<file path="src/core/dopcr_pkg.sv">
package dopcr_pkg;

    // register access port
    localparam int ADDR_W = 8;
    localparam int DATA_W = 8;

    // offset word layout
    localparam int OFS_WIDTH = 13;
    localparam int OFS_LOW_W = 8;
    localparam int OFS_HI_MSB = 7;
    localparam int OFS_HI_LSB = 3;
    localparam int CHANNELS = 2;

    // register offsets
    localparam logic [7:0] ADDR_OFFSET_A_LOW = 8'h14;
    localparam logic [7:0] ADDR_OFFSET_B_LOW = 8'h15;
    localparam logic [7:0] ADDR_OFFSET_A_HIGH = 8'h16;
    localparam logic [7:0] ADDR_OFFSET_B_HIGH_PORT = 8'h17;
    localparam logic [7:0] ADDR_SENSOR_SLEEP = 8'h18;
    localparam logic [7:0] ADDR_REFERENCE_SELECT = 8'h19;
    localparam logic [7:0] ADDR_FACTORY_RESERVED = 8'h1a;

    // reset values
    localparam logic [7:0] RST_OFFSET_A_LOW = 8'h00;
    localparam logic [7:0] RST_OFFSET_B_LOW = 8'h00;
    localparam logic [7:0] RST_OFFSET_A_HIGH = 8'h00;
    localparam logic [7:0] RST_OFFSET_B_HIGH_PORT = 8'h00;
    localparam logic [7:0] RST_SENSOR_SLEEP = 8'h83;
    localparam logic [7:0] RST_REFERENCE_SELECT = 8'h00;
    localparam logic [7:0] RST_FACTORY_RESERVED = 8'h00;
    localparam logic [7:0] RST_READ_DATA = 8'h00;
    localparam logic [7:0] UNMAPPED_READ = 8'h00;

    // bit positions
    localparam int BIT_FOUR_WIRE_PORT_SELECT = 2;
    localparam int BIT_CLKPATH_SLEEP_A = 1;
    localparam int BIT_CLKPATH_SLEEP_B = 0;
    localparam int BIT_TEMP_SENSOR_ENABLE = 7;
    localparam int BIT_CLOCK_RECEIVER_SLEEP = 6;
    localparam int BIT_CORE_B_SLEEP = 3;
    localparam int BIT_CORE_A_SLEEP = 2;
    localparam int BIT_EXTERNAL_REFERENCE = 2;

    typedef struct packed {
        logic [7:0] offset_a_low_byte;
        logic [7:0] offset_b_low_byte;
        logic [7:0] offset_a_high_bits;
        logic [7:0] offset_b_high_and_port_ctrl;
        logic [7:0] sensor_and_sleep_ctrl;
        logic [7:0] reference_select;
        logic [7:0] factory_reserved_block;
        logic load;
        logic [7:0] rdata;
        logic rvalid;
        logic alarm_pin;
    } dopcr_state_t;

endpackage

</file>
<file path="src/core/dopcr_regs.sv">
`timescale 1ns/1ps
`default_nettype none
// Contract
// RULE_01: channel A offset from 0x14 and 0x16[7:3]
// RULE_02: channel B offset from 0x15 and 0x17[7:3]
// RULE_03: offset counts in converter output LSBs
// RULE_04: writing 0x14 loads both offsets together
// RULE_05: other offset writes only touch holding storage
// RULE_06: host writes 0x14 last in updates
// RULE_07: 0x17 bit 2 selects four-wire port
// RULE_08: 0x17 bits 1/0 sleep clock paths
// RULE_09: host keeps needed clock paths running
// RULE_10: 0x18 bit 7 sensor enable, on at reset
// RULE_11: 0x18 bit 6 sleeps clock, strobe receivers
// RULE_12: 0x18 bits 3/2 sleep cores B/A
// RULE_13: 0x19 bit 2 selects external reference
// RULE_14: host preserves reserved bit defaults
module dopcr_regs #(
    parameter int OFFSET_WIDTH = dopcr_pkg::OFS_WIDTH,
    parameter int CHANNEL_COUNT = dopcr_pkg::CHANNELS
) (
    input wire logic CLOCK,
    input wire logic RESET,
    input wire logic [dopcr_pkg::ADDR_W-1:0] REG_ADDR,
    input wire logic [dopcr_pkg::DATA_W-1:0] REG_WDATA,
    input wire logic REG_WRITE,
    input wire logic REG_READ,
    input wire logic SERIAL_READ_DATA,
    input wire logic ALARM_LEVEL,
    output logic [dopcr_pkg::DATA_W-1:0] REG_RDATA,
    output logic REG_RDATA_VALID,
    output logic [dopcr_pkg::OFS_WIDTH-1:0] OFFSET_A,
    output logic [dopcr_pkg::OFS_WIDTH-1:0] OFFSET_B,
    output logic OFFSET_LOAD,
    output logic FOUR_WIRE_PORT_SELECT,
    output logic ALARM_PIN_OUT,
    output logic CLKPATH_SLEEP_A,
    output logic CLKPATH_SLEEP_B,
    output logic TEMP_SENSOR_ENABLE,
    output logic CLOCK_RECEIVER_SLEEP,
    output logic SYNC_STROBE_INPUT_SLEEP,
    output logic DAC_CORE_A_SLEEP,
    output logic DAC_CORE_B_SLEEP,
    output logic EXTERNAL_REFERENCE_SELECT
);
    import dopcr_pkg::*;

    dopcr_state_t state_reg;
    dopcr_state_t state_next;
    logic [OFFSET_WIDTH-1:0] held [CHANNEL_COUNT];
    logic [OFFSET_WIDTH-1:0] active [CHANNEL_COUNT];

    ////////////////////////////////////////////////////////////////////////
    // refuse layouts that the register map cannot hold
    generate
        if (OFFSET_WIDTH != OFS_LOW_W + OFS_HI_MSB - OFS_HI_LSB + 1) begin : g_bad_width
            $error("offset width must be the low byte plus the upper field");
        end
        if (OFFSET_WIDTH != OFS_WIDTH) begin : g_bad_port_width
            $error("offset width must match the offset output ports");
        end
        if (CHANNEL_COUNT != CHANNELS) begin : g_bad_channels
            $error("only the two mapped offset channels are served");
        end
        if (DATA_W != OFS_LOW_W) begin : g_bad_data
            $error("register data must be one offset low byte wide");
        end
        if (ADDR_W != DATA_W) begin : g_bad_addr
            $error("register addresses must be one byte wide");
        end
        if (OFS_HI_MSB >= DATA_W || OFS_HI_LSB > OFS_HI_MSB) begin : g_bad_field
            $error("upper offset field must lie inside one register byte");
        end
        if (BIT_TEMP_SENSOR_ENABLE >= DATA_W || BIT_CLOCK_RECEIVER_SLEEP >= DATA_W
            || BIT_FOUR_WIRE_PORT_SELECT >= DATA_W) begin : g_bad_bit
            $error("control bit positions must lie inside one register byte");
        end
        if (ADDR_FACTORY_RESERVED - ADDR_OFFSET_A_LOW != 8'h06) begin : g_bad_map
            $error("register map must be seven consecutive addresses");
        end
    endgenerate

    ////////////////////////////////////////////////////////////////////////
    // holding words, low byte plus upper five bits
    assign held[0] = {state_reg.offset_a_high_bits[OFS_HI_MSB:OFS_HI_LSB],
                      state_reg.offset_a_low_byte};  // see RULE_01
    assign held[1] = {state_reg.offset_b_high_and_port_ctrl[OFS_HI_MSB:OFS_HI_LSB],
                      state_reg.offset_b_low_byte};  // see RULE_02

    ////////////////////////////////////////////////////////////////////////
    // register writes and reads
    always_comb begin
        state_next = state_reg;
        state_next.load = 1'b0;
        state_next.rvalid = 1'b0;
        ////////////////////////////////////////////////////////////////////
        // offset writes fill holding storage, control writes apply at once, 0x14 also raises the load event
        if (REG_WRITE) begin
            unique case (REG_ADDR)
                ADDR_OFFSET_A_LOW: begin
                    state_next.offset_a_low_byte = REG_WDATA;
                    state_next.load = 1'b1;  // see RULE_04
                end
                ADDR_OFFSET_B_LOW: begin
                    state_next.offset_b_low_byte = REG_WDATA;  // see RULE_05
                end
                ADDR_OFFSET_A_HIGH: begin
                    state_next.offset_a_high_bits = REG_WDATA;  // see RULE_05
                end
                ADDR_OFFSET_B_HIGH_PORT: begin
                    state_next.offset_b_high_and_port_ctrl = REG_WDATA;  // see RULE_05
                end
                ADDR_SENSOR_SLEEP: begin
                    state_next.sensor_and_sleep_ctrl = REG_WDATA;
                end
                ADDR_REFERENCE_SELECT: begin
                    state_next.reference_select = REG_WDATA;
                end
                ADDR_FACTORY_RESERVED: begin
                    state_next.factory_reserved_block = REG_WDATA;
                end
                default: begin
                end
            endcase
        end
        ////////////////////////////////////////////////////////////////////
        // reads return the stored byte, the old one on a same-cycle write
        if (REG_READ) begin
            state_next.rvalid = 1'b1;
            unique case (REG_ADDR)
                ADDR_OFFSET_A_LOW: begin
                    state_next.rdata = state_reg.offset_a_low_byte;
                end
                ADDR_OFFSET_B_LOW: begin
                    state_next.rdata = state_reg.offset_b_low_byte;
                end
                ADDR_OFFSET_A_HIGH: begin
                    state_next.rdata = state_reg.offset_a_high_bits;
                end
                ADDR_OFFSET_B_HIGH_PORT: begin
                    state_next.rdata = state_reg.offset_b_high_and_port_ctrl;
                end
                ADDR_SENSOR_SLEEP: begin
                    state_next.rdata = state_reg.sensor_and_sleep_ctrl;
                end
                ADDR_REFERENCE_SELECT: begin
                    state_next.rdata = state_reg.reference_select;
                end
                ADDR_FACTORY_RESERVED: begin
                    state_next.rdata = state_reg.factory_reserved_block;
                end
                default: begin
                    state_next.rdata = UNMAPPED_READ;
                end
            endcase
        end
        ////////////////////////////////////////////////////////////////////
        // alarm pin carries read data only in four-wire mode
        if (state_reg.offset_b_high_and_port_ctrl[BIT_FOUR_WIRE_PORT_SELECT]) begin
            state_next.alarm_pin = SERIAL_READ_DATA;  // see RULE_07
        end else begin
            state_next.alarm_pin = ALARM_LEVEL;
        end
    end

    always_ff @(posedge CLOCK or posedge RESET) begin
        if (RESET) begin
            state_reg.offset_a_low_byte <= RST_OFFSET_A_LOW;
            state_reg.offset_b_low_byte <= RST_OFFSET_B_LOW;
            state_reg.offset_a_high_bits <= RST_OFFSET_A_HIGH;
            state_reg.offset_b_high_and_port_ctrl <= RST_OFFSET_B_HIGH_PORT;
            state_reg.sensor_and_sleep_ctrl <= RST_SENSOR_SLEEP;  // see RULE_10
            state_reg.reference_select <= RST_REFERENCE_SELECT;
            state_reg.factory_reserved_block <= RST_FACTORY_RESERVED;
            state_reg.load <= 1'b0;
            state_reg.rdata <= RST_READ_DATA;
            state_reg.rvalid <= 1'b0;
            state_reg.alarm_pin <= 1'b0;
        end else begin
            state_reg <= state_next;
        end
    end

    ////////////////////////////////////////////////////////////////////////
    // active offset words, one per channel, in output LSBs
    generate
        for (genvar ch = 0; ch < CHANNEL_COUNT; ch++) begin : g_chan
            dopcr_offset_buf #(
                .WIDTH(OFFSET_WIDTH)
            ) u_buf (
                .CLOCK(CLOCK),
                .RESET(RESET),
                .load(state_reg.load),  // see RULE_04
                .held(held[ch]),
                .active(active[ch])  // see RULE_03
            );
        end
    endgenerate

    ////////////////////////////////////////////////////////////////////////
    // outputs
    assign REG_RDATA = state_reg.rdata;
    assign REG_RDATA_VALID = state_reg.rvalid;
    assign OFFSET_A = active[0];
    assign OFFSET_B = active[1];
    assign OFFSET_LOAD = state_reg.load;
    assign FOUR_WIRE_PORT_SELECT =
        state_reg.offset_b_high_and_port_ctrl[BIT_FOUR_WIRE_PORT_SELECT];  // see RULE_07
    assign ALARM_PIN_OUT = state_reg.alarm_pin;
    assign CLKPATH_SLEEP_A =
        state_reg.offset_b_high_and_port_ctrl[BIT_CLKPATH_SLEEP_A];  // see RULE_08
    assign CLKPATH_SLEEP_B =
        state_reg.offset_b_high_and_port_ctrl[BIT_CLKPATH_SLEEP_B];  // see RULE_08
    assign TEMP_SENSOR_ENABLE =
        state_reg.sensor_and_sleep_ctrl[BIT_TEMP_SENSOR_ENABLE];  // see RULE_10
    assign CLOCK_RECEIVER_SLEEP =
        state_reg.sensor_and_sleep_ctrl[BIT_CLOCK_RECEIVER_SLEEP];  // see RULE_11
    assign SYNC_STROBE_INPUT_SLEEP =
        state_reg.sensor_and_sleep_ctrl[BIT_CLOCK_RECEIVER_SLEEP];  // see RULE_11
    assign DAC_CORE_A_SLEEP = state_reg.sensor_and_sleep_ctrl[BIT_CORE_A_SLEEP];  // see RULE_12
    assign DAC_CORE_B_SLEEP = state_reg.sensor_and_sleep_ctrl[BIT_CORE_B_SLEEP];  // see RULE_12
    assign EXTERNAL_REFERENCE_SELECT =
        state_reg.reference_select[BIT_EXTERNAL_REFERENCE];  // see RULE_13
endmodule
`default_nettype wire

</file>
<file path="src/core/dopcr_offset_buf.sv">
`timescale 1ns/1ps
`default_nettype none
module dopcr_offset_buf #(
    parameter int WIDTH = 13
) (
    input wire logic CLOCK,
    input wire logic RESET,
    input wire logic load,
    input wire logic [WIDTH-1:0] held,
    output logic [WIDTH-1:0] active
);
    import dopcr_pkg::*;

    typedef struct packed {
        logic [WIDTH-1:0] active;
    } dopcr_buf_t;

    dopcr_buf_t state_reg;
    dopcr_buf_t state_next;

    generate
        if (WIDTH != OFS_WIDTH) begin : g_bad_width
            $error("offset width must match the register layout");
        end
    endgenerate

    ////////////////////////////////////////////////////////////////////////
    // active word changes only on the load event
    always_comb begin
        state_next = state_reg;
        if (load) begin
            state_next.active = held;  // see RULE_04
        end
    end

    always_ff @(posedge CLOCK or posedge RESET) begin
        if (RESET) begin
            state_reg <= '0;
        end else begin
            state_reg <= state_next;
        end
    end

    assign active = state_reg.active;
endmodule
`default_nettype wire

</file>
<file path="config.mk">
export PLATFORM = sky130hd
export DESIGN_NAME = dopcr_regs
export DESIGN_NICKNAME = d
export VERILOG_FILES = /design/src/core/dopcr_pkg.sv /design/src/core/dopcr_regs.sv /design/src/core/dopcr_offset_buf.sv
export SDC_FILE = /design/constraint.sdc
export NUM_CORES = 1
export LEC_CHECK = 0
export ABC_AREA = 0
export BUFFER_PORTS_ARGS = -buffer_cell sky130_fd_sc_hd__buf_4
export CORE_MARGIN = 8
export CORE_UTILIZATION = 30
export CTS_CLUSTER_SIZE = 12
export DETAILED_ROUTE_END_ITERATION = 16
export GPL_TIMING_DRIVEN = 0
export PLACE_DENSITY = 0.51
export SYNTH_ARGS = -nofsm -noshare
export SYNTH_HDL_FRONTEND = slang
export SYNTH_SLANG_ARGS = --single-unit
</file>
<file path="constraint.sdc">
create_clock -name CLOCK -period 8.5 [get_ports CLOCK]
set_input_delay 0.85 -clock CLOCK [delete_from_list [all_inputs] [get_ports CLOCK]]
set_output_delay 0.85 -clock CLOCK [all_outputs]
set_load 0.02 [all_outputs]
</file>
==> results of run 1 <==
## per-stage QoR
step / util [%] / hold slack [ps] / std cells
after global placement: 36.1 / 488 / 523
final: 38.5 / 475 / 540
after detailed placement: 36.4 / 484 / 524
after CTS: 38.5 / 475 / 540
after floorplan: - / 452 / 281
after global routing: 38.5 / 486 / 540
## worst register-to-register path: cells and delay by family (launching register included)
family | cells | cell delay [ps]
buf+inv | 2 | 1040
mux | 1 | 420
flops | 1 | 340
## cell type report
cell class	count	area (um^2)
fillers	1296	8180
flip-flops and latches	93	2330
multi-input cells	158	1590
repair buffers	67	523
clock buffers	12	256
well taps	176	220
plain buffers	26	158
clock inverters	4	22.5
inverters	4	17.5
## worst max path at each step
stage                            from                          to  slack, ps  cells past startpoint
after floorplan                 RESET               ALARM_PIN_OUT       5230                      1
after global placement          RESET  g_chan[0].u_buf.active[10]       4020                      2
after detailed placement  REG_ADDR[1]                     held[8]       5620                      4
after CTS                 REG_ADDR[1]                    held[12]       5960                      4
after global routing      REG_ADDR[1]       FOUR_WIRE_PORT_SELECT       5920                      4
final                     REG_ADDR[1]                    held[12]       5980                      4
## logic make-up after synthesis
logic type / count (synthesis) / share of synthesized area, %
AND/OR/NAND/NOR: 32 / 5.26
flip-flops: 93 / 57.0
buffers and inverters: 30 / 4.22
multiplexers: 86 / 25.1
AO/OA/AOI/OAI: 40 / 8.41
## per-layer routing
metal / routed length [um] / part of all wire, % / up-vias
met5: 0 / 0 / -
met4: 144 / 1.3 / 0
met3: 501 / 4.6 / 12
met2: 5120 / 47 / 65
met1: 5110 / 47 / 1338
li1: - / - / 1195
## power breakdown
part	switching (uW)	total [uW]	internal, uW
Clock	166	379	213
Combinational	38.6	71.0	32.4
Sequential	10.3	467	457
Total	215	918	702
## Yosys cell counts (3+ instances only)
master / instances / share of area [%]
nand2_1: 7 / 0.64
mux2_4: 16 / 5.9
dfstp_2: 3 / 1.9
o41ai_1: 7 / 1.5
clkbuf_1: 6 / 0.55
buf_4: 10 / 1.8
o211a_1: 7 / 1.7
inv_1: 4 / 0.37
dfrtp_1: 90 / 55
nand2b_1: 10 / 1.5
mux2_2: 69 / 19
a221oi_1: 14 / 3.0
buf_2: 6 / 0.73
a22oi_1: 7 / 1.3
==> out/qor.csv, run 1 <==
metric;value;unit
status;complete, no violations;
Hold Fails Final Rpt;0;
EDFF count, synth;0;
max incr delay on CP;730;ps
crit path max fanout;10;
Max Clock Skew;8.65;ps
Worst-Skew Late Latency;340;ps
terminus of the critical flop-to-flop path;g_chan[1].u_buf.active[7];
main flop type after synthesis;dfrtp_1;
Final setup violation count;0;
final wirelength;10.9;mm
gpl congestion;0.742;
met2 Use GR;20.5;%
maximum clock path buffer count;2;
crit end category;flop;
CP arrival;2740;ps
vias in the first global route;2985;
CP Class;in2reg;
first-pass GRT wire length;17.8;mm
worst path bufs/invs;2;
fraction of layout cells with a size suffix above 1;53.3;%
Crit path max-delay family;simple AND/OR/NAND/NOR gates;
overall power;918;uW
TritonCTS clock tree;built;
Starting Density;30.8;%
grt ovf;0;
Leakage;0.00260;uW
Crit-path slowest cell;nand4_1;
H-tree depth;3;
chip width;133;um
Final ANT Viol Nets;0;
initial antenna violation count;0;
post_cts resized;0;
fmax;397;MHz
Final Cycle Share;29.6;%
Unique masters post-synth;34;
WP data required;8720;ps
cell area after layout;5110;um^2
Mapped Nets;303;
Die ar.;17600;um^2
Most Used Layer, Global Route;met2;
HPWL Detailed;7.30;mm
Clock Tree Root;clkbuf_16;
Max Cap Viol;0;
Via density;4.83;
Post-CTS Setup Repair Bufs;0;
Residual DRC;0;
largest net degree at the start of global routing;72;
max-slew violations;0;
crit-path cells;buf_2 -> clkbuf_1 -> nand4_1 -> mux2_2;
Ports;68;
post-layout net count;381;
Mapped Cells;281;
most frequent cells in the layout;dfrtp_1 (90), buf_4 (76), mux2_2 (69);
Pwr Density;179;nW/um^2
Core ar.;13300;um^2
ANT cells;0;
yosys warns;0;
Least-Margin Pin Slew;1000;ps
Routed WL per cell;20.1;um
dpl ws;5620;ps
Area growth syn-to-layout;25.1;%
setup ws final;5980;ps
commonest non-fill, non-tap cell in the layout;dfrtp_1;
worst flop-to-flop path startpoint;OFFSET_LOAD;
worst reg2reg path depth;3;
GRT Overall Usage;13.0;%
relative slew slack;32.8;%
GR met3 Demand/Resource;4.31;%
Mapped Area;4090;um^2
number of clock sinks;93;
worst vdd ir;0.0905;mV
CTS Buf Count;9;
Buffers on Ports;66;
vias;2610;
TNS Setup;0;ps
Cell Area, Placed;4840;um^2
FF-to-FF setup slack;6580;ps
register area share after synthesis;57.0;%
FF+latch count, synth;93;
hold buffer count at cts;0;
drt first pass iters;4;
RSZ-0062 raised after global routing;no;
Critical Path Start Type;primary input;
Hold Path Class;in2async;
syn avg cell area;14.6;um^2
post-layout min period;2520;ps
met1 layer usage reported by global route;16.8;%
clock slew at reported path FFs;70;ps
row cnt;42;
Iter 0 DRT Violations;168;
asr flop ratio synth;100;%
DIE HEIGHT;133;um
(Power assumes the default switching activity.)
==> run 2, diff against run 1 <==
Settings changed: PLACE_DENSITY 0.51 to 0.53.
Clock period 8.5 ns to 2.2 ns, I/O delays scaled along.
==> run 2 against run 1 <==
Combinational power increased to 3.9 times the previous value; sequential share of layout area fell by 0.39 points; register-to-register slack lost 6300 ps; first-iteration DRC count decreased by 25%; largest power group unchanged.
==> out/qor.csv, run 2 (synthesis gave the netlist of run 1 again) <==
metric;value;unit;change
status;complete, no violations;;
TNS Setup;0;ps;unchanged
crit-path cells;clkbuf_1 -> buf_1 -> mux2_2;;
chip width;133;um;unchanged
post_cts resized;0;;unchanged
setup ws final;325;ps;-5660 ps
Die ar.;17600;um^2;unchanged
Final Util;38.8;%;+0.33 points
Worst-Skew Late Latency;340;ps;about the same
Final setup violation count;0;;unchanged
Max Clock Skew;6.51;ps;-2.14 ps
Least-Margin Pin Slew;926;ps;-76.8 ps
H-tree depth;3;;unchanged
Leakage;0.00261;uW;+0.34%
drt first pass iters;4;;unchanged
relative slew slack;38.0;%;+5.1 points
FF-to-FF setup slack;320;ps;-6260 ps
row cnt;42;;unchanged
commonest non-fill, non-tap cell in the layout;dfrtp_1;;
max-slew violations;0;;unchanged
Final Cycle Share;85.2;%;
first-pass GRT wire length;17.2;mm;-2.9%
CP arrival;2100;ps;-640 ps
TritonCTS clock tree;built;;
vias;2650;;+1.5%
Starting Density;30.8;%;unchanged
Post-CTS Setup Repair Bufs;0;;unchanged
vias in the first global route;2835;;-5.0%
grt ovf;0;;unchanged
crit path max fanout;10;;unchanged
CP Class;reg2reg;;
GRT Overall Usage;12.8;%;-0.27 points
WP data required;2420;ps;-6300 ps
RSZ-0062 raised after global routing;no;;
initial antenna violation count;0;;unchanged
HPWL Detailed;7.39;mm;+1.2%
Core ar.;13300;um^2;unchanged
post-layout net count;383;;+0.52%
max incr delay on CP;610;ps;-120 ps
gpl congestion;0.752;;+1.3%
Crit-path slowest cell;buf_1;;
Pwr Density;706;nW/um^2;+290%
crit end category;flop;;
Critical Path Start Type;flop;;
fmax;533;MHz;
worst vdd ir;0.350;mV;+290%
Buffers on Ports;66;;unchanged
CTS Buf Count;9;;unchanged
fraction of layout cells with a size suffix above 1;53.3;%;about the same
Ports;68;;unchanged
number of fillers in the final layout;1279;;-1.3%
Hold WS;98.2;ps;-377 ps
clock slew at reported path FFs;60;ps;about the same
dpl ws;12.1;ps;-5610 ps
largest net degree at the start of global routing;41;;-43%
Max Cap Viol;0;;unchanged
Via density;4.89;;+1.2%
DIE HEIGHT;133;um;unchanged
post-layout min period;1880;ps;
Hold Path Class;in2reg;;
final wirelength;10.9;mm;+0.12%
ANT cells;0;;unchanged
maximum clock path buffer count;2;;unchanged
number of clock sinks;93;;unchanged
Hold Fails Final Rpt;0;;unchanged
Area growth syn-to-layout;26.1;%;
Iter 0 DRT Violations;126;;-25%
Final ANT Viol Nets;0;;unchanged
Routed WL per cell;20.1;um;-0.25%
Residual DRC;0;;unchanged
most frequent cells in the layout;dfrtp_1 (90), buf_4 (76), mux2_2 (69);;
Clock Tree Root;clkbuf_16;;
==> run 2: critical path: cells and delay by family (launching register included) <==
family | cells | cell delay (ps)
mux | 1 | 410
flops | 1 | 340
buf+inv | 2 | 1010
==> run 2: repair_timing <==
| item | CTS | global route |
|---|---|---|
| endpoints found under the hold margin | 20 | 0 |
| endpoints found under the setup margin | 0 | 0 |
| hold buffers | 1 | 0 |
==> run 2: per-layer routing <==
metal / vias up / track usage [%] / share of wire (%)
li1: 1204 / - / -
met1: 1370 / 17.5 / 47
met2: 68 / 18.7 / 46
met3: 8 / 3.79 / 5.9
met4: 0 / 4.42 / 0.87
met5: - / 0 / 0
==> run 2: area by class of cell <==
class	count	area (um^2)	share of cell area, %
clock inverters	2	15.0	0.291
repair buffers	69	546	10.6
plain buffers	26	158	3.06
flip-flops and latches	93	2330	45.2
multi-input cells	158	1590	30.8
well taps	176	220	4.27
inverters	4	18.8	0.364
clock buffers	14	284	5.51
==> run 2: path summary, 6_finish.rpt <==
kind | from | end | cells past startpoint
max | OFFSET_LOAD | g_chan[0].u_buf.active[8] | 3
min | REG_READ | REG_RDATA_VALID | 1
max reg2reg | OFFSET_LOAD | g_chan[0].u_buf.active[8] | 3
min reg2reg | REG_RDATA[2] | REG_RDATA[2] | 2
max in group asynchronous | RESET | TEMP_SENSOR_ENABLE | 4
min in group asynchronous | RESET | g_chan[0].u_buf.active[11] | 3
==> run 2: stage by stage <==
stage | std cells | instance area [um^2] | total power [uW]
6_report | 542 | 5160 | 3640
5_1_grt | 542 | 5160 | 3790
4_1_cts | 542 | 5160 | 3690
3_5_place_dp | 525 | 4850 | 2120
3_3_place_gp | 523 | 4810 | 2100
2_1_floorplan | 281 | 4090 | 1980
==> run 2: report_power, final <==
| group | switching (uW) | total [uW] | internal, uW |
|---|---|---|---|
| Combinational | 151 | 279 | 128 |
| Clock | 668 | 1560 | 892 |
| Sequential | 38.3 | 1800 | 1770 |
